--- src/core/mics_pkg.sv ---
// Constants shared by the multichannel integrator-comb stream block.
// Assumes one clock domain and software access over an AHB-Lite slave.
// Function
// - Comb delay store in memory only above four
// - Integrator store in memory only above four channels
// - Integrator pipeline depth selectable from one to four
// - Pipelining needs two channels, six with memory
// - Pipeline depth capped by channels, minus five memory
// - One symbol per interface per beat
// - Two-bit error code meanings fixed
// - Samples enter sink port, results leave source
// - Packets are channel-interleaved sample groups
// - Withheld ready stalls the sending side
// - Zero accept delay, data held until taken
// - No input valid means processing halts; results already in the latency line still shift out while in_ready is high
package mics_pkg;
  // ==========================================================
  // Build figures
  localparam int MICS_CHANNELS = 8;
  localparam int MICS_INTERFACES = 1;
  localparam int MICS_DIFF_DELAY = 1;
  localparam int MICS_STAGES = 3;
  localparam int MICS_IN_W = 16;
  localparam int MICS_OUT_W = 32;
  localparam int MICS_RATE_W = 16;
  localparam int MICS_CH_W = 3;
  localparam int MICS_PIPE_W = 3;
  localparam int MICS_MEM_THRESH = 4;
  localparam int MICS_PIPE_MIN = 1;
  localparam int MICS_PIPE_MAX = 4;
  localparam int MICS_PIPE_CH_MIN = 2;
  localparam int MICS_PIPE_MEM_CH_MIN = 6;
  localparam int MICS_PIPE_MEM_SLACK = 5;
  localparam logic [15:0] MICS_RATE_RST = 16'h0004;
  localparam logic [15:0] MICS_RATE_MIN = 16'h0002;
  localparam int MICS_ACCEPT_DELAY_CYCLES = 0;
  // ==========================================================
  // Error codes
  localparam logic [1:0] MICS_ERR_NONE = 2'h0;
  localparam logic [1:0] MICS_ERR_NO_FIRST = 2'h1;
  localparam logic [1:0] MICS_ERR_NO_LAST = 2'h2;
  localparam logic [1:0] MICS_ERR_OTHER = 2'h3;
  // ==========================================================
  // Register map (byte addresses)
  localparam logic [7:0] MICS_A_CTRL = 8'h00;
  localparam logic [7:0] MICS_A_RATE = 8'h04;
  localparam logic [7:0] MICS_A_STAT = 8'h08;
  localparam logic [7:0] MICS_A_IRQ = 8'h0c;
  localparam logic [7:0] MICS_A_MASK = 8'h10;
  localparam logic [7:0] MICS_A_CFG = 8'h14;
  // Control bits
  localparam int MICS_CTRL_INT_MEM = 0;
  localparam int MICS_CTRL_DIF_MEM = 1;
  localparam int MICS_CTRL_PIPE_LSB = 4;
  // Event bits
  localparam int MICS_EV_IN_ERR = 0;
  localparam int MICS_EV_OUT_GRP = 1;
  localparam int MICS_EV_CFG_BAD = 2;
  localparam int MICS_EV_W = 3;
  typedef enum logic [1:0] {
    MICS_ST_IDLE = 2'b00,
    MICS_ST_RUN = 2'b01,
    MICS_ST_SEND = 2'b11
  } mics_state_t;
endpackage : mics_pkg

--- src/core/mics_top.sv ---
// Integrator-comb decimator with stream sink, stream source and AHB-Lite registers.
// Assumes a single clock mclk and a synchronous active-high reset rst.
`timescale 1ns/10ps
module mics_top
  import mics_pkg::*;
(
  input wire logic mclk,
  input wire logic rst,
  input wire logic hsel,
  input wire logic [7:0] haddr,
  input wire logic [1:0] htrans,
  input wire logic hwrite,
  input wire logic [2:0] hsize,
  input wire logic [31:0] hwdata,
  input wire logic hready,
  output logic [31:0] hrdata,
  output logic hreadyout,
  output logic hresp,
  output logic irq,
  input wire logic signed [MICS_IN_W-1:0] in_data,
  input wire logic in_valid,
  output logic in_ready,
  input wire logic in_group_first_marker,
  input wire logic in_group_last_marker,
  input wire logic [1:0] in_error,
  output logic signed [MICS_OUT_W-1:0] out_data,
  output logic out_valid,
  input wire logic out_ready,
  output logic [MICS_CH_W-1:0] out_channel,
  output logic out_group_first_marker,
  output logic out_group_last_marker,
  output logic [1:0] out_error
);
  // ==========================================================
  // Build-option legality
  function automatic logic cfg_ok(input logic int_mem, input logic dif_mem,
                                  input logic [MICS_PIPE_W-1:0] pipe);
    logic ok;
    ok = 1'b1;
    if (dif_mem && !(MICS_DIFF_DELAY * MICS_CHANNELS * MICS_INTERFACES > MICS_MEM_THRESH))
      ok = 1'b0;
    if (int_mem && !(MICS_CHANNELS > MICS_MEM_THRESH))
      ok = 1'b0;
    if (int'(pipe) < MICS_PIPE_MIN || int'(pipe) > MICS_PIPE_MAX)
      ok = 1'b0;
    if (int'(pipe) > MICS_PIPE_MIN && MICS_CHANNELS < MICS_PIPE_CH_MIN)
      ok = 1'b0;
    if (int'(pipe) > MICS_PIPE_MIN && int_mem && MICS_CHANNELS < MICS_PIPE_MEM_CH_MIN)
      ok = 1'b0;
    if (int_mem && int'(pipe) > MICS_CHANNELS - MICS_PIPE_MEM_SLACK)
      ok = 1'b0;
    if (!int_mem && int'(pipe) > MICS_CHANNELS)
      ok = 1'b0;
    return ok;
  endfunction : cfg_ok

  // ==========================================================
  // AHB-Lite slave
  logic ph_wr_r, ph_rd_r;
  logic [7:0] ph_addr_r;
  logic [7:0] ctrl_r;
  logic [MICS_RATE_W-1:0] rate_r;
  logic [MICS_EV_W-1:0] irq_st_r, irq_mask_r, ev;
  logic [31:0] rdata_r;
  wire addr_ph = hsel && hready && htrans[1];
  wire [MICS_PIPE_W-1:0] pipe_sel = ctrl_r[MICS_CTRL_PIPE_LSB +: MICS_PIPE_W];
  wire cfg_good = cfg_ok(ctrl_r[MICS_CTRL_INT_MEM], ctrl_r[MICS_CTRL_DIF_MEM], pipe_sel);
  wire [MICS_EV_W-1:0] w1c = (ph_wr_r && ph_addr_r == MICS_A_IRQ) ?
                             hwdata[MICS_EV_W-1:0] : '0;
  assign hreadyout = 1'b1;
  assign hresp = 1'b0;
  assign irq = |(irq_st_r & irq_mask_r);

  // Address phase capture and register writes
  always_ff @(posedge mclk) begin
    if (rst) begin
      ph_wr_r <= 1'b0;
      ph_rd_r <= 1'b0;
      ph_addr_r <= '0;
      ctrl_r <= {1'b0, MICS_PIPE_W'(MICS_PIPE_MIN), 4'h0};
      rate_r <= MICS_RATE_RST;
      irq_mask_r <= '0;
    end else begin
      ph_wr_r <= addr_ph && hwrite;
      ph_rd_r <= addr_ph && !hwrite;
      ph_addr_r <= haddr;
      if (ph_wr_r && ph_addr_r == MICS_A_CTRL) ctrl_r <= hwdata[7:0];
      if (ph_wr_r && ph_addr_r == MICS_A_RATE && hwdata[15:0] >= MICS_RATE_MIN)
        rate_r <= hwdata[15:0];
      if (ph_wr_r && ph_addr_r == MICS_A_MASK) irq_mask_r <= hwdata[MICS_EV_W-1:0];
    end
  end

  // Sticky events, set wins over write-one clear
  always_ff @(posedge mclk) begin
    if (rst) irq_st_r <= '0;
    else irq_st_r <= (irq_st_r & ~w1c) | ev;
  end

  // Read mux, registered in the address phase
  logic [31:0] rd_mux;
  logic [1:0] last_err_r;
  logic [MICS_CH_W-1:0] in_ch_r;
  always_comb begin
    unique case (haddr)
      MICS_A_CTRL: rd_mux = {24'h0, ctrl_r};
      MICS_A_RATE: rd_mux = {16'h0, rate_r};
      MICS_A_STAT: rd_mux = {25'h0, cfg_good, last_err_r, 1'b0, in_ch_r};
      MICS_A_IRQ: rd_mux = {29'h0, irq_st_r};
      MICS_A_MASK: rd_mux = {29'h0, irq_mask_r};
      MICS_A_CFG: rd_mux = {8'h0, 8'(MICS_CHANNELS), 8'(MICS_STAGES), 8'(MICS_DIFF_DELAY)};
      default: rd_mux = 32'h0;
    endcase
  end
  always_ff @(posedge mclk) begin
    if (rst) rdata_r <= '0;
    else if (addr_ph && !hwrite) rdata_r <= rd_mux;
  end
  assign hrdata = rdata_r;

  // ==========================================================
  // Sink side: channel tracking and error checks
  logic [MICS_CH_W-1:0] in_ch_nxt;
  logic [MICS_RATE_W-1:0] dec_cnt_r;
  logic out_full_r;
  wire in_fire = in_valid && in_ready;
  // Stall input while a finished result is waiting on the source side
  assign in_ready = !out_full_r || out_ready;
  wire last_ch = (in_ch_r == MICS_CH_W'(MICS_CHANNELS - 1));
  logic [1:0] err_now;
  always_comb begin
    err_now = in_error;
    if (in_ch_r == '0 && !in_group_first_marker) err_now = MICS_ERR_NO_FIRST;
    else if (last_ch && !in_group_last_marker) err_now = MICS_ERR_NO_LAST;
    else if (!last_ch && in_group_last_marker) err_now = MICS_ERR_OTHER;
  end
  // First marker resynchronises to channel 0
  assign in_ch_nxt = in_group_first_marker ? MICS_CH_W'(1) :
                     (last_ch ? '0 : in_ch_r + MICS_CH_W'(1));
  wire cur_ch_zero_ok = in_group_first_marker || in_ch_r == '0;
  wire [MICS_CH_W-1:0] use_ch = in_group_first_marker ? '0 : in_ch_r;

  always_ff @(posedge mclk) begin
    if (rst) begin
      in_ch_r <= '0;
      last_err_r <= MICS_ERR_NONE;
    end else if (in_fire) begin
      in_ch_r <= in_ch_nxt;
      last_err_r <= err_now;
    end
  end

  // ==========================================================
  // Integrators per channel, register storage, configurable pipe
  logic signed [MICS_OUT_W-1:0] integ_r [MICS_STAGES][MICS_CHANNELS];
  logic signed [MICS_OUT_W-1:0] comb_r [MICS_STAGES][MICS_CHANNELS];
  logic signed [MICS_OUT_W-1:0] ival [MICS_STAGES+1];
  logic signed [MICS_OUT_W-1:0] cval [MICS_STAGES+1];
  wire dec_hit = (dec_cnt_r == rate_r - MICS_RATE_W'(1));
  assign ival[0] = MICS_OUT_W'(in_data);
  genvar s;
  generate
    for (s = 0; s < MICS_STAGES; s++) begin : g_stage
      assign ival[s+1] = integ_r[s][use_ch] + ival[s];
      assign cval[s+1] = cval[s] - comb_r[s][use_ch];
      always_ff @(posedge mclk) begin
        if (rst) begin
          for (int c = 0; c < MICS_CHANNELS; c++) begin
            integ_r[s][c] <= '0;
            comb_r[s][c] <= '0;
          end
        end else if (in_fire) begin
          integ_r[s][use_ch] <= ival[s+1];
          if (dec_hit) comb_r[s][use_ch] <= cval[s];
        end
      end
    end
  endgenerate
  assign cval[0] = ival[MICS_STAGES];

  // Decimation phase advances once per full group
  always_ff @(posedge mclk) begin
    if (rst) dec_cnt_r <= '0;
    else if (in_fire && last_ch && !in_group_first_marker)
      dec_cnt_r <= dec_hit ? '0 : dec_cnt_r + MICS_RATE_W'(1);
  end

  // Selectable latency line for results, 1 to 4 stages deep
  logic [MICS_PIPE_MAX-1:0] pv_r;
  logic signed [MICS_OUT_W-1:0] pd_r [MICS_PIPE_MAX];
  logic [MICS_CH_W-1:0] pc_r [MICS_PIPE_MAX];
  logic [1:0] pe_r [MICS_PIPE_MAX];
  wire [MICS_PIPE_W-1:0] pipe_eff = cfg_good ? pipe_sel : MICS_PIPE_W'(MICS_PIPE_MIN);
  always_ff @(posedge mclk) begin
    if (rst) pv_r <= '0;
    else if (in_ready) pv_r <= {pv_r[MICS_PIPE_MAX-2:0], in_fire && dec_hit};
  end
  always_ff @(posedge mclk) begin
    if (in_ready) begin
      pd_r[0] <= cval[MICS_STAGES];
      pc_r[0] <= use_ch;
      pe_r[0] <= err_now;
      for (int i = 1; i < MICS_PIPE_MAX; i++) begin
        pd_r[i] <= pd_r[i-1];
        pc_r[i] <= pc_r[i-1];
        pe_r[i] <= pe_r[i-1];
      end
    end
  end
  wire [MICS_CH_W-1:0] ptap = MICS_CH_W'(pipe_eff - MICS_PIPE_W'(1));
  wire tap_v = pv_r[ptap[1:0]];

  // ==========================================================
  // Source side output register, held until taken
  always_ff @(posedge mclk) begin
    if (rst) begin
      out_full_r <= 1'b0;
      out_data <= '0;
      out_channel <= '0;
      out_error <= MICS_ERR_NONE;
    end else if (in_ready) begin
      out_full_r <= tap_v;
      out_data <= pd_r[ptap[1:0]];
      out_channel <= pc_r[ptap[1:0]];
      out_error <= pe_r[ptap[1:0]];
    end
  end
  assign out_valid = out_full_r;
  assign out_group_first_marker = out_full_r && out_channel == '0;
  assign out_group_last_marker = out_full_r && out_channel == MICS_CH_W'(MICS_CHANNELS - 1);

  assign ev[MICS_EV_IN_ERR] = in_fire && err_now != MICS_ERR_NONE;
  assign ev[MICS_EV_OUT_GRP] = out_valid && out_ready && out_group_last_marker;
  assign ev[MICS_EV_CFG_BAD] = !cfg_good;

  // ==========================================================
  // Checks
  AST_HOLD: assert property (@(posedge mclk) disable iff (rst)
    out_valid && !out_ready |=> out_valid && $stable(out_data))
    else $error("result changed before acceptance");
  AST_BP: assert property (@(posedge mclk) disable iff (rst)
    out_valid && !out_ready |-> !in_ready)
    else $error("input accepted under backpressure");
  AST_HALT: assert property (@(posedge mclk) disable iff (rst)
    !in_valid |=> $stable(in_ch_r))
    else $error("channel advanced without valid");
  AST_NOFIRST: assert property (@(posedge mclk) disable iff (rst)
    in_fire && in_ch_r == '0 && !in_group_first_marker |=> last_err_r == MICS_ERR_NO_FIRST)
    else $error("missing first marker not flagged");
  AST_WRAP: assert property (@(posedge mclk) disable iff (rst)
    in_fire && last_ch && !in_group_first_marker |=> in_ch_r == '0)
    else $error("channel did not wrap");
  AST_PIPE: assert property (@(posedge mclk) disable iff (rst)
    pipe_sel > MICS_PIPE_W'(MICS_PIPE_MAX) |-> !cfg_good)
    else $error("illegal pipeline depth accepted");
  AST_MEM5: assert property (@(posedge mclk) disable iff (rst)
    ctrl_r[MICS_CTRL_INT_MEM] && int'(pipe_sel) > MICS_CHANNELS - MICS_PIPE_MEM_SLACK
    |-> !cfg_good)
    else $error("memory pipeline cap not enforced");
  AST_IRQ: assert property (@(posedge mclk) disable iff (rst)
    ev[MICS_EV_IN_ERR] |=> irq_st_r[MICS_EV_IN_ERR])
    else $error("error event not latched");
  COV_OUT: cover property (@(posedge mclk) out_valid && out_ready);
  COV_BP: cover property (@(posedge mclk) out_valid && !out_ready ##1 out_ready);
  COV_ERR: cover property (@(posedge mclk) ev[MICS_EV_IN_ERR]);
endmodule : mics_top

--- config.mk ---
export PLATFORM = sky130hd
export DESIGN_NAME = mics_top
export DESIGN_NICKNAME = d
export VERILOG_FILES = /design/src/core/mics_pkg.sv /design/src/core/mics_top.sv
export SDC_FILE = /design/constraint.sdc
export NUM_CORES = 2
export LEC_CHECK = 0
export BUFFER_PORTS_ARGS = -buffer_cell sky130_fd_sc_hd__buf_2
export CORE_MARGIN = 1.5
export CORE_UTILIZATION = 60
export DETAILED_ROUTE_END_ITERATION = 8
export HOLD_SLACK_MARGIN = 0.15
export PLACE_DENSITY_LB_ADDON = 0.05
export SKIP_LAST_GASP = 1
export SLEW_MARGIN = 30
export SYNTH_ARGS = -nofsm -noshare
export SYNTH_HDL_FRONTEND = slang
export SYNTH_SLANG_ARGS = --single-unit
export TNS_END_PERCENT = 10
--- constraint.sdc ---
create_clock -name mclk -period 28.6 [get_ports mclk]
set_clock_uncertainty 0.1 [all_clocks]
set_input_delay 2.86 -clock mclk [delete_from_list [all_inputs] [get_ports mclk]]
set_output_delay 2.86 -clock mclk [all_outputs]
set_load 0.01 [all_outputs]
==> flow_metrics.tcl <==
set metrics [dict create \
    run_status "finished, final reports clean" \
    grtUsageTotal_pct 33.09 \
    remaining_drc_errors 0 \
    netlist.top_cell.by_area "edfxtp_1" \
    fin_cells 9184 \
    mostFrequentLayoutCells "nor2_1, edfxtp_1, nand2_1" \
    end_kind "register" \
    layout.cells.most_common "nor2_1" \
    synth.area.top_cells "edfxtp_1, nor2_1, dfxtp_1, ha_1, nand2_1" \
    critPathTopFamily "compound AO/OA/AOI/OAI gates" \
    synth_seq_cells 1803 \
    cts_made_buffers 183 \
    timing_max_transition_violations_final 0 \
    postCtsResizedCells 0 \
    initial_core_util_pct 60.49 \
    hold_path_end "pd_r[2][27]" \
    gp_routability_congestion 0.8926 \
    via_count_of_the_first_global_routing_pass 56610 \
    worstSetupStartpointType "primary input" \
    worst_path_arrival_time_ps 19260 \
    finalInstanceArea_sq_um 90560 \
    synth-seq-area-share_pct 64.54 \
    grt_setup_unrepaired "false" \
    dr_total_vias 58813 \
    drtIter0Drc 7132 \
    synth_cells 7272 \
    drt-wirelength-per-cell_microns 25.29 \
    clockBufferDepth 3 \
    post_synth_instance_area_sq_um 82050 \
    tightestPinTransition_ps 1083 \
    dieWidth_microns 372.8 \
    critPathMaxStageDelay_ps 710 \
    hold_path.class "register to register" \
    gr-total-overflow 0 \
    cts_setup_buffers 0 \
    worst-path-buf-inv 8 \
    clkSinkCount 1803 \
    timing.final.setup_violations 0 \
    drive_above_1_share_pct 8.404 \
    rr_worst_depth 56 \
    clockRootBuffer "clkbuf_16" \
    min_from "pd_r[1][27]" \
    count_of_flip_flops_with_a_built_in_enable_after_synthesis 1684 \
    maxClockFrequency_mhz 53.10 \
    cp_max_delay_cell "or2_1" \
    wire_length_of_the_first_global_routing_pass_microns 349600 \
    required_time_of_the_critical_path_ps 29030 \
    fin_ws_ps 9769 \
    drv_cap 0 \
    dpl.hpwl_microns 131700 \
    tns_ps 0 \
    antenna_violating_nets_post_route 0 \
    floorplan.core_area_sq_um 135600 \
    syn_area_per_cell_sq_um 11.28 \
    synthFlopType "edfxtp_1" \
    finish.net_count 7515 \
    die_area_sq_um 139000 \
    final.period_utilization_pct 65.84 \
    yosys_warnings 0 \
    die-height_microns 372.8 \
    holdBufCountCts 0 \
    pin_count 148 \
    io_buffer_count 110 \
    clk_latency_ps 810 \
    viasPerCell 6.404 \
    placement.cell_area_sq_um 84690 \
    drt_pre_antenna_iters 8 \
    synthDominantCellAreaShare_pct 61.63 \
    placedCellCount 8840 \
    ys_async_sr_fraction_pct 0 \
    r2r-start "in_ch_r[1]" \
    antenna_violations_before_repair 6 \
    pre_cts_slack_ps 9341 \
    holdPathStages 0 \
    reg2reg_slack_ps 11440 \
    yosys.cell_types.count 96 \
    std_cell_rows 135 \
    clock_tree.htree_level_count 4 \
    max-slew-margin-rel_pct 27.30 \
    regToRegEndpoint "pd_r[0][31]" \
    cts.reportedPaths.clkPinSlew_ps 60 \
    tritoncts "done" \
    fin_crit_period_ps 18830 \
    final_hold_viol_count 0 \
    setup.worst_path.class "primary input to register" \
    pin_count_of_the_biggest_net_entering_global_routing 100 \
    area.growth.synth_to_final_pct 10.37 \
    postRouteWirelength_microns 232300 \
    critical_path.max_fanout 26 \
]
final cells by class:
| cell class | count | area, sq um |
|---|---|---|
| flip-flops and latches | 1803 | 52950 |
| fillers | 10179 | 45080 |
| multi-input cells | 4780 | 26930 |
| clock buffers | 254 | 5014 |
| well taps | 1781 | 2228 |
| repair buffers | 256 | 1859 |
| inverters | 224 | 855.8 |
| clock inverters | 84 | 716.9 |
| diodes | 2 | 5.005 |
metrics by stage:
| step | hold WS [ps] | utilization (%) |
|---|---|---|
| CTS | 339.1 | 66.66 |
| finish | 338.0 | 66.76 |
| global placement | 328.0 | 62.31 |
| detailed placement | 330.8 | 62.44 |
| floorplan | 325.7 | - |
| global route | 351.2 | 66.76 |
flip-flops by register name, summed over array words and instances (netlist names), 4 cells and up:
register / flops
ph_addr_r: 8
rate_r: 16
pc_r: 12
pd_r: 128
ctrl_r: 8
dec_cnt_r: 16
integ_r: 768
pe_r: 8
comb_r: 768
hrdata: 17
out_data: 32
pv_r: 4
synthesized netlist by cell type, types with 6 or more instances:
library cell	n
o211ai_1	14
o22ai_1	205
inv_1	219
and3_1	27
or2_2	18
nor3_1	96
a31oi_1	14
nand2_1	592
nor2b_1	31
a21o_1	59
fa_1	6
edfxtp_1	1684
mux2i_1	75
a21oi_1	323
o21bai_1	25
o21ai_0	203
ha_1	189
nand4_1	14
mux2_2	7
buf_4	21
a221oi_1	123
and2_1	15
a21boi_0	9
and4_1	8
or4_1	9
nor2_1	1828
nor3b_1	17
nor4_1	115
a22oi_1	12
nand3b_1	11
clkbuf_1	361
a211oi_1	16
a222oi_1	90
a211o_1	6
o21a_1	71
or3_1	11
nand2b_1	49
xor2_1	96
dfxtp_1	119
xnor2_1	118
nand3_1	155
o31ai_1	8
buf_1	91
cell families (layout without fill, tap and decap cells):
| kind of cell | after synthesis | after routing | share of synthesized area (%) |
|---|---|---|---|
| AOI/OAI and AO/OA | 1241 | 1241 | 10.11 |
| xor gates and xnor gates | 220 | 220 | 2.432 |
| adders and majority gates | 197 | 197 | 3.053 |
| buffers and inverters | 704 | 818 | 3.338 |
| DFF | 1803 | 1803 | 64.54 |
| muxes | 83 | 83 | 1.025 |
| other | 2 | 19 | 0.009153 |
| and+or+nand+nor | 3022 | 3022 | 15.50 |
routing by layer:
layer / global-route usage, % / part of all wire, %
met5: 0 / 0.012
met4: 9.488 / 2.6
met3: 5.433 / 10
met2: 52.35 / 46
met1: 47.59 / 41
worst max-delay path by stage:
| stage | start | end | slack, ps | cells past startpoint |
|---|---|---|---|---|
| after floorplan | in_group_first_marker | pd_r[0][31] | 12250 | 66 |
| after global placement | in_group_first_marker | pd_r[0][31] | 9730 | 57 |
| after detailed placement | in_group_first_marker | pd_r[0][31] | 9340 | 56 |
| after CTS | in_group_first_marker | pd_r[0][31] | 10080 | 56 |
| after global routing | in_group_first_marker | pd_r[0][31] | 8650 | 63 |
| final | in_group_first_marker | pd_r[0][31] | 9770 | 56 |
Power is left out: the tool's default activity adds up to more than one toggle a clock period on the data nets, which glitch-free logic cannot reach.
